[src/rtl/hrad_pkg.sv]
// shared constants, types and decode helpers for the host register access decode
package hrad_pkg;
    localparam int REG_WIN_AW = 17;
    localparam int IO_WIN_AW = 3;
    localparam int FLASH_AW_MAX = 19;
    localparam int FLASH_AW_MIN = 16;
    localparam int NREG = 16;
    localparam int REG_IDX_W = 4;
    localparam logic [15:0] REG_DEFINED = 16'h3fff;
    localparam logic [3:0] RC_IDX = 4'h1;
    localparam logic [3:0] STAT_FIRST = 4'h8;
    localparam logic [31:0] REG_WR_MASK = 32'h00ff_ffff;
    localparam logic [31:0] REG_RESET = 32'h0000_0000;
    localparam logic [2:0] IO_PTR_OFF = 3'h0;
    localparam logic [2:0] IO_DATA_OFF = 3'h4;
    localparam int IO_PTR_W = 20;
    localparam logic [19:0] IO_PTR_RESET = 20'h0_0000;
    localparam logic [19:0] IO_UNDEF_BASE = 20'h2_0000;
    localparam logic [19:0] IO_FLASH_BASE = 20'h8_0000;
    localparam logic [3:0] BE_FULL_DW = 4'hf;
    localparam logic [3:0] BE_NONE = 4'h0;
    localparam logic [2:0] QW_ALIGN = 3'h0;
    localparam logic [31:0] DW_ZERO = 32'h0000_0000;

    typedef enum logic {HRAD_SPACE_MEM, HRAD_SPACE_IO} hrad_space_t;

    // offset inside the register window names a defined 64-bit aligned register
    function automatic logic reg_defined(input logic [REG_WIN_AW-1:0] off);
        logic [REG_WIN_AW-4:0] idx;
        idx = off[REG_WIN_AW-1:3];
        reg_defined = (idx < (REG_WIN_AW-3)'(NREG)) && (off[2:0] == QW_ALIGN)
            && REG_DEFINED[idx[REG_IDX_W-1:0]];
    endfunction

    // address falls in a window of 2**aw bytes based at base
    function automatic logic win_hit(input logic [31:0] addr, input logic [31:0] base,
                                     input int aw);
        logic [31:0] mask;
        mask = ~((32'h0000_0001 << aw) - 32'h0000_0001);
        win_hit = ((addr & mask) == (base & mask));
    endfunction
endpackage

[src/rtl/hrad_if.sv]
// host bus carrier between the host end and the device end
`timescale 1ns/100ps
interface hrad_if;
    logic req;
    hrad_pkg::hrad_space_t space;
    logic [31:0] addr;
    logic [7:0] be;
    logic we;
    logic [63:0] wdata;
    logic ack;
    logic claimed;
    logic [63:0] rdata;

    modport dev (
        input req,
        input space,
        input addr,
        input be,
        input we,
        input wdata,
        output ack,
        output claimed,
        output rdata
    );
    modport host (
        output req,
        output space,
        output addr,
        output be,
        output we,
        output wdata,
        input ack,
        input claimed,
        input rdata
    );
endinterface

[src/rtl/hrad_dev_end.sv]
// device end: decodes memory and io windows onto registers and external flash
`timescale 1ns/100ps
// Contract
// RQ1 - decode 128 KB register and memory window
// RQ2 - flash and expansion windows reach one flash
// RQ3 - 8-byte io window, indirect access
// RQ4 - registers 32 bits on 64-bit alignment
// RQ5 - io pointer and data on 32-bit offsets
// RQ6 - flash accepts byte to quadword sizes
// RQ7 - host never sets reserved bits (host end masks them in memory window only; io data writes pass them)
// RQ8 - host never writes undefined addresses (refused in memory window only; io data writes go at any pointer)
// RQ9 - load or hardware update supersedes defaults
// RQ10 - partial register writes are discarded
// RQ11 - partial reads return whole register
// RQ12 - host avoids partial reads of read-clear (host end widens lanes on memory-window reads only, not on io data reads)
// RQ13 - statistics 64-bit access keeps upper lanes off
// RQ14 - no 64-bit access to unaligned register
// RQ15 - phy registers not mapped on bus
// RQ16 - registers are offsets from first base
// RQ17 - flash window needs enable and base
// RQ18 - flash offset passes unchanged
// RQ19 - expansion window needs enable and base
// RQ20 - undefined offsets read zero, drop writes
module hrad_dev_end #(
    parameter int FLASH_AW = hrad_pkg::FLASH_AW_MAX
) (
    input wire logic CLK_SYS,
    input wire logic RST,
    hrad_if.dev BUS,
    input wire logic [31:0] CFG_REG_BASE,
    input wire logic [31:0] CFG_FLASH_BASE,
    input wire logic [31:0] CFG_EROM_BASE,
    input wire logic [31:0] CFG_IO_BASE,
    input wire logic CFG_FLASH_EN,
    input wire logic CFG_EROM_EN,
    input wire logic LOAD_VALID,
    input wire logic [hrad_pkg::REG_IDX_W-1:0] LOAD_IDX,
    input wire logic [31:0] LOAD_DATA,
    input wire logic [31:0] CAUSE_SET,
    output logic CAUSE_PENDING,
    output logic [31:0] CTRL_WORD,
    output logic FLASH_REQ,
    output logic FLASH_WE,
    output logic [FLASH_AW-1:0] FLASH_ADDR,
    output logic [7:0] FLASH_BE,
    output logic [63:0] FLASH_WDATA,
    input wire logic [63:0] FLASH_RDATA,
    input wire logic FLASH_DONE
);
    typedef enum logic [0:0] {D_IDLE, D_FLASH} hrad_dst_t;

    typedef struct packed {
        hrad_dst_t st;
        logic ack;
        logic claimed;
        logic [63:0] rdata;
        logic [hrad_pkg::IO_PTR_W-1:0] ptr;
        logic [hrad_pkg::NREG-1:0][31:0] regs;
        logic cause_pending;
        logic io_fl;
        logic fl_req;
        logic fl_we;
        logic [FLASH_AW-1:0] fl_addr;
        logic [7:0] fl_be;
        logic [63:0] fl_wdata;
    } hrad_dstate_t;

    hrad_dstate_t s;
    hrad_dstate_t n;

    logic reg_hit;
    logic fl_hit;
    logic er_hit;
    logic io_hit;
    logic acc_go;
    logic acc_we;
    logic acc_full;
    logic acc_io;
    logic [hrad_pkg::REG_WIN_AW-1:0] acc_off;
    logic [31:0] acc_wd;
    logic [31:0] rd;
    logic [hrad_pkg::REG_IDX_W-1:0] idx;
    logic [hrad_pkg::IO_PTR_W-1:0] io_fl_off;

    always_comb begin
        n = s;
        n.ack = 1'b0;
        acc_go = 1'b0;
        acc_we = 1'b0;
        acc_full = 1'b0;
        acc_io = 1'b0;
        acc_off = '0;
        acc_wd = hrad_pkg::DW_ZERO;
        rd = hrad_pkg::DW_ZERO;
        idx = '0;
        io_fl_off = s.ptr - hrad_pkg::IO_FLASH_BASE;
        // phy registers get no window of their own [RQ15]
        reg_hit = hrad_pkg::win_hit(BUS.addr, CFG_REG_BASE, hrad_pkg::REG_WIN_AW); // [RQ1] [RQ16]
        fl_hit = CFG_FLASH_EN && (CFG_FLASH_BASE != 32'h0000_0000)
            && hrad_pkg::win_hit(BUS.addr, CFG_FLASH_BASE, FLASH_AW); // [RQ17]
        er_hit = CFG_EROM_EN && (CFG_EROM_BASE != 32'h0000_0000)
            && hrad_pkg::win_hit(BUS.addr, CFG_EROM_BASE, FLASH_AW); // [RQ19]
        io_hit = (CFG_IO_BASE != 32'h0000_0000)
            && hrad_pkg::win_hit(BUS.addr, CFG_IO_BASE, hrad_pkg::IO_WIN_AW); // [RQ3]
        case (s.st)
            D_IDLE: begin
                if (BUS.req && !s.ack) begin
                    n.ack = 1'b1;
                    n.claimed = 1'b0;
                    n.rdata = '0;
                    if (BUS.space == hrad_pkg::HRAD_SPACE_IO && io_hit) begin
                        n.claimed = 1'b1;
                        if (BUS.addr[2:0] == hrad_pkg::IO_PTR_OFF) begin // [RQ5]
                            if (!BUS.we) begin
                                n.rdata[31:0] = {12'h000, s.ptr};
                            end else if (BUS.be[3:0] == hrad_pkg::BE_FULL_DW) begin
                                n.ptr = BUS.wdata[hrad_pkg::IO_PTR_W-1:0];
                            end
                        end else if (BUS.addr[2:0] == hrad_pkg::IO_DATA_OFF) begin // [RQ5]
                            if (s.ptr < hrad_pkg::IO_UNDEF_BASE) begin
                                acc_go = 1'b1;
                                acc_io = 1'b1;
                                acc_we = BUS.we;
                                acc_full = (BUS.be[7:4] == hrad_pkg::BE_FULL_DW);
                                acc_off = s.ptr[hrad_pkg::REG_WIN_AW-1:0];
                                acc_wd = BUS.wdata[63:32];
                            end else if (s.ptr >= hrad_pkg::IO_FLASH_BASE) begin // [RQ3]
                                n.ack = 1'b0;
                                n.st = D_FLASH;
                                n.io_fl = 1'b1;
                                n.fl_req = 1'b1;
                                n.fl_we = BUS.we;
                                n.fl_addr = io_fl_off[FLASH_AW-1:0];
                                n.fl_be = s.ptr[2] ? {BUS.be[7:4], hrad_pkg::BE_NONE}
                                                   : {hrad_pkg::BE_NONE, BUS.be[7:4]};
                                n.fl_wdata = {BUS.wdata[63:32], BUS.wdata[63:32]};
                            end
                        end
                    end else if (BUS.space == hrad_pkg::HRAD_SPACE_MEM && reg_hit) begin
                        n.claimed = 1'b1;
                        acc_go = 1'b1;
                        acc_we = BUS.we;
                        acc_full = (BUS.be[3:0] == hrad_pkg::BE_FULL_DW);
                        acc_off = BUS.addr[hrad_pkg::REG_WIN_AW-1:0];
                        acc_wd = BUS.wdata[31:0];
                    end else if (BUS.space == hrad_pkg::HRAD_SPACE_MEM
                                 && (fl_hit || er_hit)) begin // [RQ2]
                        n.claimed = 1'b1;
                        n.ack = 1'b0;
                        n.st = D_FLASH;
                        n.io_fl = 1'b0;
                        n.fl_req = 1'b1;
                        n.fl_we = BUS.we;
                        n.fl_addr = BUS.addr[FLASH_AW-1:0]; // [RQ18]
                        n.fl_be = BUS.be; // [RQ6]
                        n.fl_wdata = BUS.wdata;
                    end
                end
            end
            D_FLASH: begin
                if (FLASH_DONE) begin
                    n.fl_req = 1'b0;
                    n.ack = 1'b1;
                    n.st = D_IDLE;
                    if (s.io_fl) begin
                        n.rdata = {s.fl_addr[2] ? FLASH_RDATA[63:32] : FLASH_RDATA[31:0],
                                   hrad_pkg::DW_ZERO};
                    end else begin
                        n.rdata = FLASH_RDATA;
                    end
                end
            end
            default: begin
                n.st = D_IDLE;
            end
        endcase
        // register access shared by memory and io windows
        if (acc_go && hrad_pkg::reg_defined(acc_off)) begin // [RQ4] [RQ20]
            idx = acc_off[hrad_pkg::REG_IDX_W+2:3];
            if (acc_we) begin
                if (acc_full) begin // [RQ10]
                    n.regs[idx] = acc_wd;
                end
            end else begin
                rd = s.regs[idx]; // [RQ11]
                if (idx == hrad_pkg::RC_IDX) begin
                    n.regs[idx] = hrad_pkg::DW_ZERO;
                end
            end
            n.rdata = acc_io ? {rd, hrad_pkg::DW_ZERO} : {hrad_pkg::DW_ZERO, rd};
        end
        if (LOAD_VALID) begin
            n.regs[LOAD_IDX] = LOAD_DATA; // [RQ9]
        end
        // event set wins over the read clear
        n.regs[hrad_pkg::RC_IDX] = n.regs[hrad_pkg::RC_IDX] | CAUSE_SET;
        n.cause_pending = (n.regs[hrad_pkg::RC_IDX] != hrad_pkg::DW_ZERO);
    end

    always_ff @(posedge CLK_SYS or posedge RST) begin
        if (RST) begin
            s.st <= D_IDLE;
            s.ack <= 1'b0;
            s.claimed <= 1'b0;
            s.rdata <= '0;
            s.ptr <= hrad_pkg::IO_PTR_RESET;
            s.regs <= {hrad_pkg::NREG{hrad_pkg::REG_RESET}};
            s.cause_pending <= 1'b0;
            s.io_fl <= 1'b0;
            s.fl_req <= 1'b0;
            s.fl_we <= 1'b0;
            s.fl_addr <= '0;
            s.fl_be <= '0;
            s.fl_wdata <= '0;
        end else begin
            s <= n;
        end
    end

    assign BUS.ack = s.ack;
    assign BUS.claimed = s.claimed;
    assign BUS.rdata = s.rdata;
    assign CAUSE_PENDING = s.cause_pending;
    assign CTRL_WORD = s.regs[0];
    assign FLASH_REQ = s.fl_req;
    assign FLASH_WE = s.fl_we;
    assign FLASH_ADDR = s.fl_addr;
    assign FLASH_BE = s.fl_be;
    assign FLASH_WDATA = s.fl_wdata;
endmodule

[src/flat_wrapper.sv]
// flat-port wrapper written by rule: the top's interface ports become plain ports
module hrad_dev_end_flat 
#(
    parameter int FLASH_AW = hrad_pkg::FLASH_AW_MAX
)
  (CLK_SYS, RST, CFG_REG_BASE, CFG_FLASH_BASE, CFG_EROM_BASE, CFG_IO_BASE, CFG_FLASH_EN, CFG_EROM_EN, LOAD_VALID, LOAD_IDX, LOAD_DATA, CAUSE_SET, CAUSE_PENDING, CTRL_WORD, FLASH_REQ, FLASH_WE, FLASH_ADDR, FLASH_BE, FLASH_WDATA, FLASH_RDATA, FLASH_DONE, BUS_req, BUS_space, BUS_addr, BUS_be, BUS_we, BUS_wdata, BUS_ack, BUS_claimed, BUS_rdata);
  hrad_if BUS_i ();
  input wire logic CLK_SYS;
  input wire logic RST;
  input wire logic [31:0] CFG_REG_BASE;
  input wire logic [31:0] CFG_FLASH_BASE;
  input wire logic [31:0] CFG_EROM_BASE;
  input wire logic [31:0] CFG_IO_BASE;
  input wire logic CFG_FLASH_EN;
  input wire logic CFG_EROM_EN;
  input wire logic LOAD_VALID;
  input wire logic [hrad_pkg::REG_IDX_W-1:0] LOAD_IDX;
  input wire logic [31:0] LOAD_DATA;
  input wire logic [31:0] CAUSE_SET;
  output logic CAUSE_PENDING;
  output logic [31:0] CTRL_WORD;
  output logic FLASH_REQ;
  output logic FLASH_WE;
  output logic [FLASH_AW-1:0] FLASH_ADDR;
  output logic [7:0] FLASH_BE;
  output logic [63:0] FLASH_WDATA;
  input wire logic [63:0] FLASH_RDATA;
  input wire logic FLASH_DONE;
  input wire logic [$bits(BUS_i.req)-1:0] BUS_req;
  input wire logic [$bits(BUS_i.space)-1:0] BUS_space;
  input wire logic [$bits(BUS_i.addr)-1:0] BUS_addr;
  input wire logic [$bits(BUS_i.be)-1:0] BUS_be;
  input wire logic [$bits(BUS_i.we)-1:0] BUS_we;
  input wire logic [$bits(BUS_i.wdata)-1:0] BUS_wdata;
  output wire logic [$bits(BUS_i.ack)-1:0] BUS_ack;
  output wire logic [$bits(BUS_i.claimed)-1:0] BUS_claimed;
  output wire logic [$bits(BUS_i.rdata)-1:0] BUS_rdata;
  assign BUS_i.req = BUS_req;
  assign BUS_i.space = BUS_space;
  assign BUS_i.addr = BUS_addr;
  assign BUS_i.be = BUS_be;
  assign BUS_i.we = BUS_we;
  assign BUS_i.wdata = BUS_wdata;
  assign BUS_ack = BUS_i.ack;
  assign BUS_claimed = BUS_i.claimed;
  assign BUS_rdata = BUS_i.rdata;
  hrad_dev_end #(.FLASH_AW(FLASH_AW)) u_core (.CLK_SYS(CLK_SYS), .RST(RST), .BUS(BUS_i), .CFG_REG_BASE(CFG_REG_BASE), .CFG_FLASH_BASE(CFG_FLASH_BASE), .CFG_EROM_BASE(CFG_EROM_BASE), .CFG_IO_BASE(CFG_IO_BASE), .CFG_FLASH_EN(CFG_FLASH_EN), .CFG_EROM_EN(CFG_EROM_EN), .LOAD_VALID(LOAD_VALID), .LOAD_IDX(LOAD_IDX), .LOAD_DATA(LOAD_DATA), .CAUSE_SET(CAUSE_SET), .CAUSE_PENDING(CAUSE_PENDING), .CTRL_WORD(CTRL_WORD), .FLASH_REQ(FLASH_REQ), .FLASH_WE(FLASH_WE), .FLASH_ADDR(FLASH_ADDR), .FLASH_BE(FLASH_BE), .FLASH_WDATA(FLASH_WDATA), .FLASH_RDATA(FLASH_RDATA), .FLASH_DONE(FLASH_DONE));
endmodule
[config.mk]
export PLATFORM = sky130hd
export DESIGN_NAME = hrad_dev_end_flat
export DESIGN_NICKNAME = d
export VERILOG_FILES = /design/src/rtl/hrad_pkg.sv /design/src/rtl/hrad_if.sv /design/src/rtl/hrad_dev_end.sv /design/src/flat_wrapper.sv
export SDC_FILE = /design/constraint.sdc
export NUM_CORES = 2
export LEC_CHECK = 0
export BUFFER_PORTS_ARGS = -buffer_cell sky130_fd_sc_hd__buf_4
export CAP_MARGIN = 20
export CORE_MARGIN = 4
export CORE_UTILIZATION = 50
export DETAILED_ROUTE_END_ITERATION = 8
export PLACE_DENSITY = 0.71
export SYNTH_ARGS = -nofsm -noshare
export SYNTH_HDL_FRONTEND = slang
export SYNTH_SLANG_ARGS = --single-unit
[constraint.sdc]
create_clock -name CLK_SYS -period 42.2 [get_ports CLK_SYS]
set_input_delay 10.55 -clock CLK_SYS [delete_from_list [all_inputs] [get_ports CLK_SYS]]
set_output_delay 10.55 -clock CLK_SYS [all_outputs]
set_load 0.005 [all_outputs]
==> results.yml <==
outcome:
  outcome: "complete, no violations"
routing:
  drc_errors: 0
  drt-total-wl_um: 163800
  num_vias: 36430
  wire_per_inst_um: 28.82
  vias_per_cell: 6.407
  drtPass1Iterations: 8
  drt_iter0_drc: 4636
  antenna_left: 0
synth:
  netlist_instances: 4423
  avgSynthCellArea_um2: 8.985
  synth_top_area_share: 0.4364
  synthArstFlopShare: 1.000
  syn_area_um2: 39740
  syn_nets: 4796
  seq_area_frac_synth: 0.4364
  yosys.area.top_type: "dfrtp_1"
  synth_cell_types: 84
  yosysMostFrequentCell: "nand2_1"
  synthTopCellsByArea: "dfrtp_1 44%, mux2i_1 10%, nand2_1 7.4%"
  ys.flop_type: "dfrtp_1"
  synth_commonest_cells: "780 x nand2_1, 693 x dfrtp_1, 482 x o21ai_0"
  synth-edff-count: 0
  yosysWarnings: 0
  synth-seq-cells: 693
sta:
  relSlewSlack: 0.2702
  tns_ps: 0
  rsz0062_at_grt: "false"
  final_hold_viol_count: 0
  whs_ps: 469.8
  worstMarginPinSlew_ps: 1095
  finalCritPeriodShare: 0.3835
  fmax_ghz: 0.06179
  setup_viol: 0
  fin_worst_skew_ps: 35.66
  finalCriticalPeriod_ps: 16180
  drv_slew: 0
clock_network:
  cts_tree: "yes"
  ctsHoldBuffers: 0
  cts_resized: 0
  cts_root_buf: "clkbuf_16"
  clock_path_buffers: 3
  ctsHtreeMaxLevel: 3
  clock_sinks: 693
  clk_latency_ps: 650
  path_clk_slew_ps: 60
  numCtsBuffers: 77
  postCtsSetupRepairBufs: 0
setup_path:
  rrSetupSlack_ps: 36350
  crit_type: "in2reg"
  critPathLaunchType: "primary input"
  arrival_ps: 16650
  cpMostUsedCell: "buf_4"
  required_ps: 42670
  cpPeakStageDelay_ps: 860
  cpMaxStageDelayCell: "a211oi_1"
  crit_chain: "buf_4, xor2_1, nor4_1, nand4_1, nor2_4, buf_4, a22oi_1, a211oi_1, nand2b_1, nor2_4, buf_4, mux2i_1, o21ai_0"
  path_max_fanout: 76
  crit_path_end_kind: "flip-flop"
floorplan:
  core_um2: 78870
  fp-row-count: 103
  io_pins: 565
  die_h_um: 289.9
  start_util: 0.5039
  die_w_um: 289.9
  die_area_um2: 84060
power:
  p_per_area_nw_per_um2: 39.35
  ir_drop_mv: 0.03753
  finalPower_uw: 1795
  leakage_uw: 0.01982
grt:
  grt_pass1_vias: 34830
  grt_max_degree: 164
  grt_use_total: 0.3734
  antenna_found_initial: 29
  grt_pass1_wl_um: 237400
  overflow: 0
placement:
  postPlaceCellArea_um2: 43000
  port_buffers: 547
  place.gp.congestion: 0.9512
  hpwl_um: 114200
flow_run:
  maxCapViolCount: 0
finish:
  nets: 4926
  final_util: 0.5783
  syn_to_final_growth_pct: 14.76
  layout-drive-gt1-share: 0.2020
  design_area_um2: 45610
worst_hold_path:
  hp-class: "reg2reg"
-- layout by cell type, fill, tap and decap left out, types with 27 or more instances in the layout --
| master | n |
|---|---|
| nor2_1 | 161 |
| or3_1 | 75 |
| dfrtp_1 | 693 |
| inv_1 | 30 |
| mux2_2 | 117 |
| a22oi_1 | 53 |
| or4_1 | 41 |
| nand3_1 | 66 |
| xor2_1 | 27 |
| o21ai_0 | 482 |
| o22ai_1 | 48 |
| o21ai_1 | 65 |
| nand2_1 | 778 |
| nor3_1 | 39 |
| o221ai_1 | 48 |
| a22o_1 | 41 |
| mux2i_1 | 411 |
| buf_4 | 618 |
| a21oi_1 | 269 |
| xnor2_1 | 43 |
| clkbuf_16 | 78 |
| o22a_1 | 42 |
| nor4_1 | 45 |
-- worst paths after layout --
kind,start,endpoint,cells past startpoint
min reg2reg,u_core.FLASH_WDATA[34],u_core.FLASH_WDATA[34],2
min,u_core.FLASH_WDATA[34],u_core.FLASH_WDATA[34],2
max in group asynchronous,RST,u_core.BUS.rdata[12],4
max,BUS_addr[20],u_core.s[326],13
max reg2reg,u_core.s[693],u_core.s[326],12
min in group asynchronous,RST,u_core.s[488],2
-- state kept, by name, indices dropped and copies added, names as in the netlist --
| register | count |
|---|---|
| u_core.s | 501 |
| u_core.BUS.rdata | 64 |
| u_core.FLASH_WDATA | 64 |
| u_core.CTRL_WORD | 32 |
| u_core.FLASH_ADDR | 19 |
| u_core.FLASH_BE | 8 |
| u_core.BUS.ack | 1 |
| u_core.BUS.claimed | 1 |
| u_core.CAUSE_PENDING | 1 |
| u_core.FLASH_REQ | 1 |
| u_core.FLASH_WE | 1 |
-- per-layer routing --
layer,track usage,vias up,wire length [µm]
met1,0.4570,17790,59590
met5,0,-,27
met2,0.5980,2303,76180
li1,-,15840,-
met3,0.09192,492,16290
met4,0.2266,4,11750
-- logic make-up after synthesis --
kind of cell | Yosys count | share of synthesized area
AOI/OAI and AO/OA | 1174 | 0.1767
DFF | 693 | 0.4364
and+or+nand+nor | 1359 | 0.1567
xor gates and xnor gates | 70 | 0.01543
muxes | 528 | 0.1367
buffers and inverters | 599 | 0.07814
-- critical path: cells and delay by family --
kind,cells,cell delay (ps)
AND/OR/NAND/NOR,5,3070
buffers and inverters,3,1370
AO/OA/AOI/OAI,3,1160
multiplexers,1,250
XOR/XNOR,1,190
-- area by class of cell --
type / count / area, µm²
clock inverters: 30 / 391.6
fillers: 7076 / 33260
multi-input cells: 3131 / 19570
inverters: 31 / 123.9
well taps: 1050 / 1314
diodes: 23 / 57.56
repair buffers: 619 / 4659
clock buffers: 109 / 2148
flip-flops and latches: 693 / 17340
-- where the power goes --
group	internal, µW	total (µW)	switching [µW]
registers	763	821	57.4
clock network	395	691	296
logic	126	283	157
-- metrics by stage --
stage / cells / setup slack [ps]
finish: 5686 / 26020
global route: 5683 / 25930
CTS: 5661 / 26140
detailed placement: 5522 / 25530
global placement: 5522 / 25550
floorplan: 4423 / 12220
Note: power is estimated with default switching activity, not from simulation.
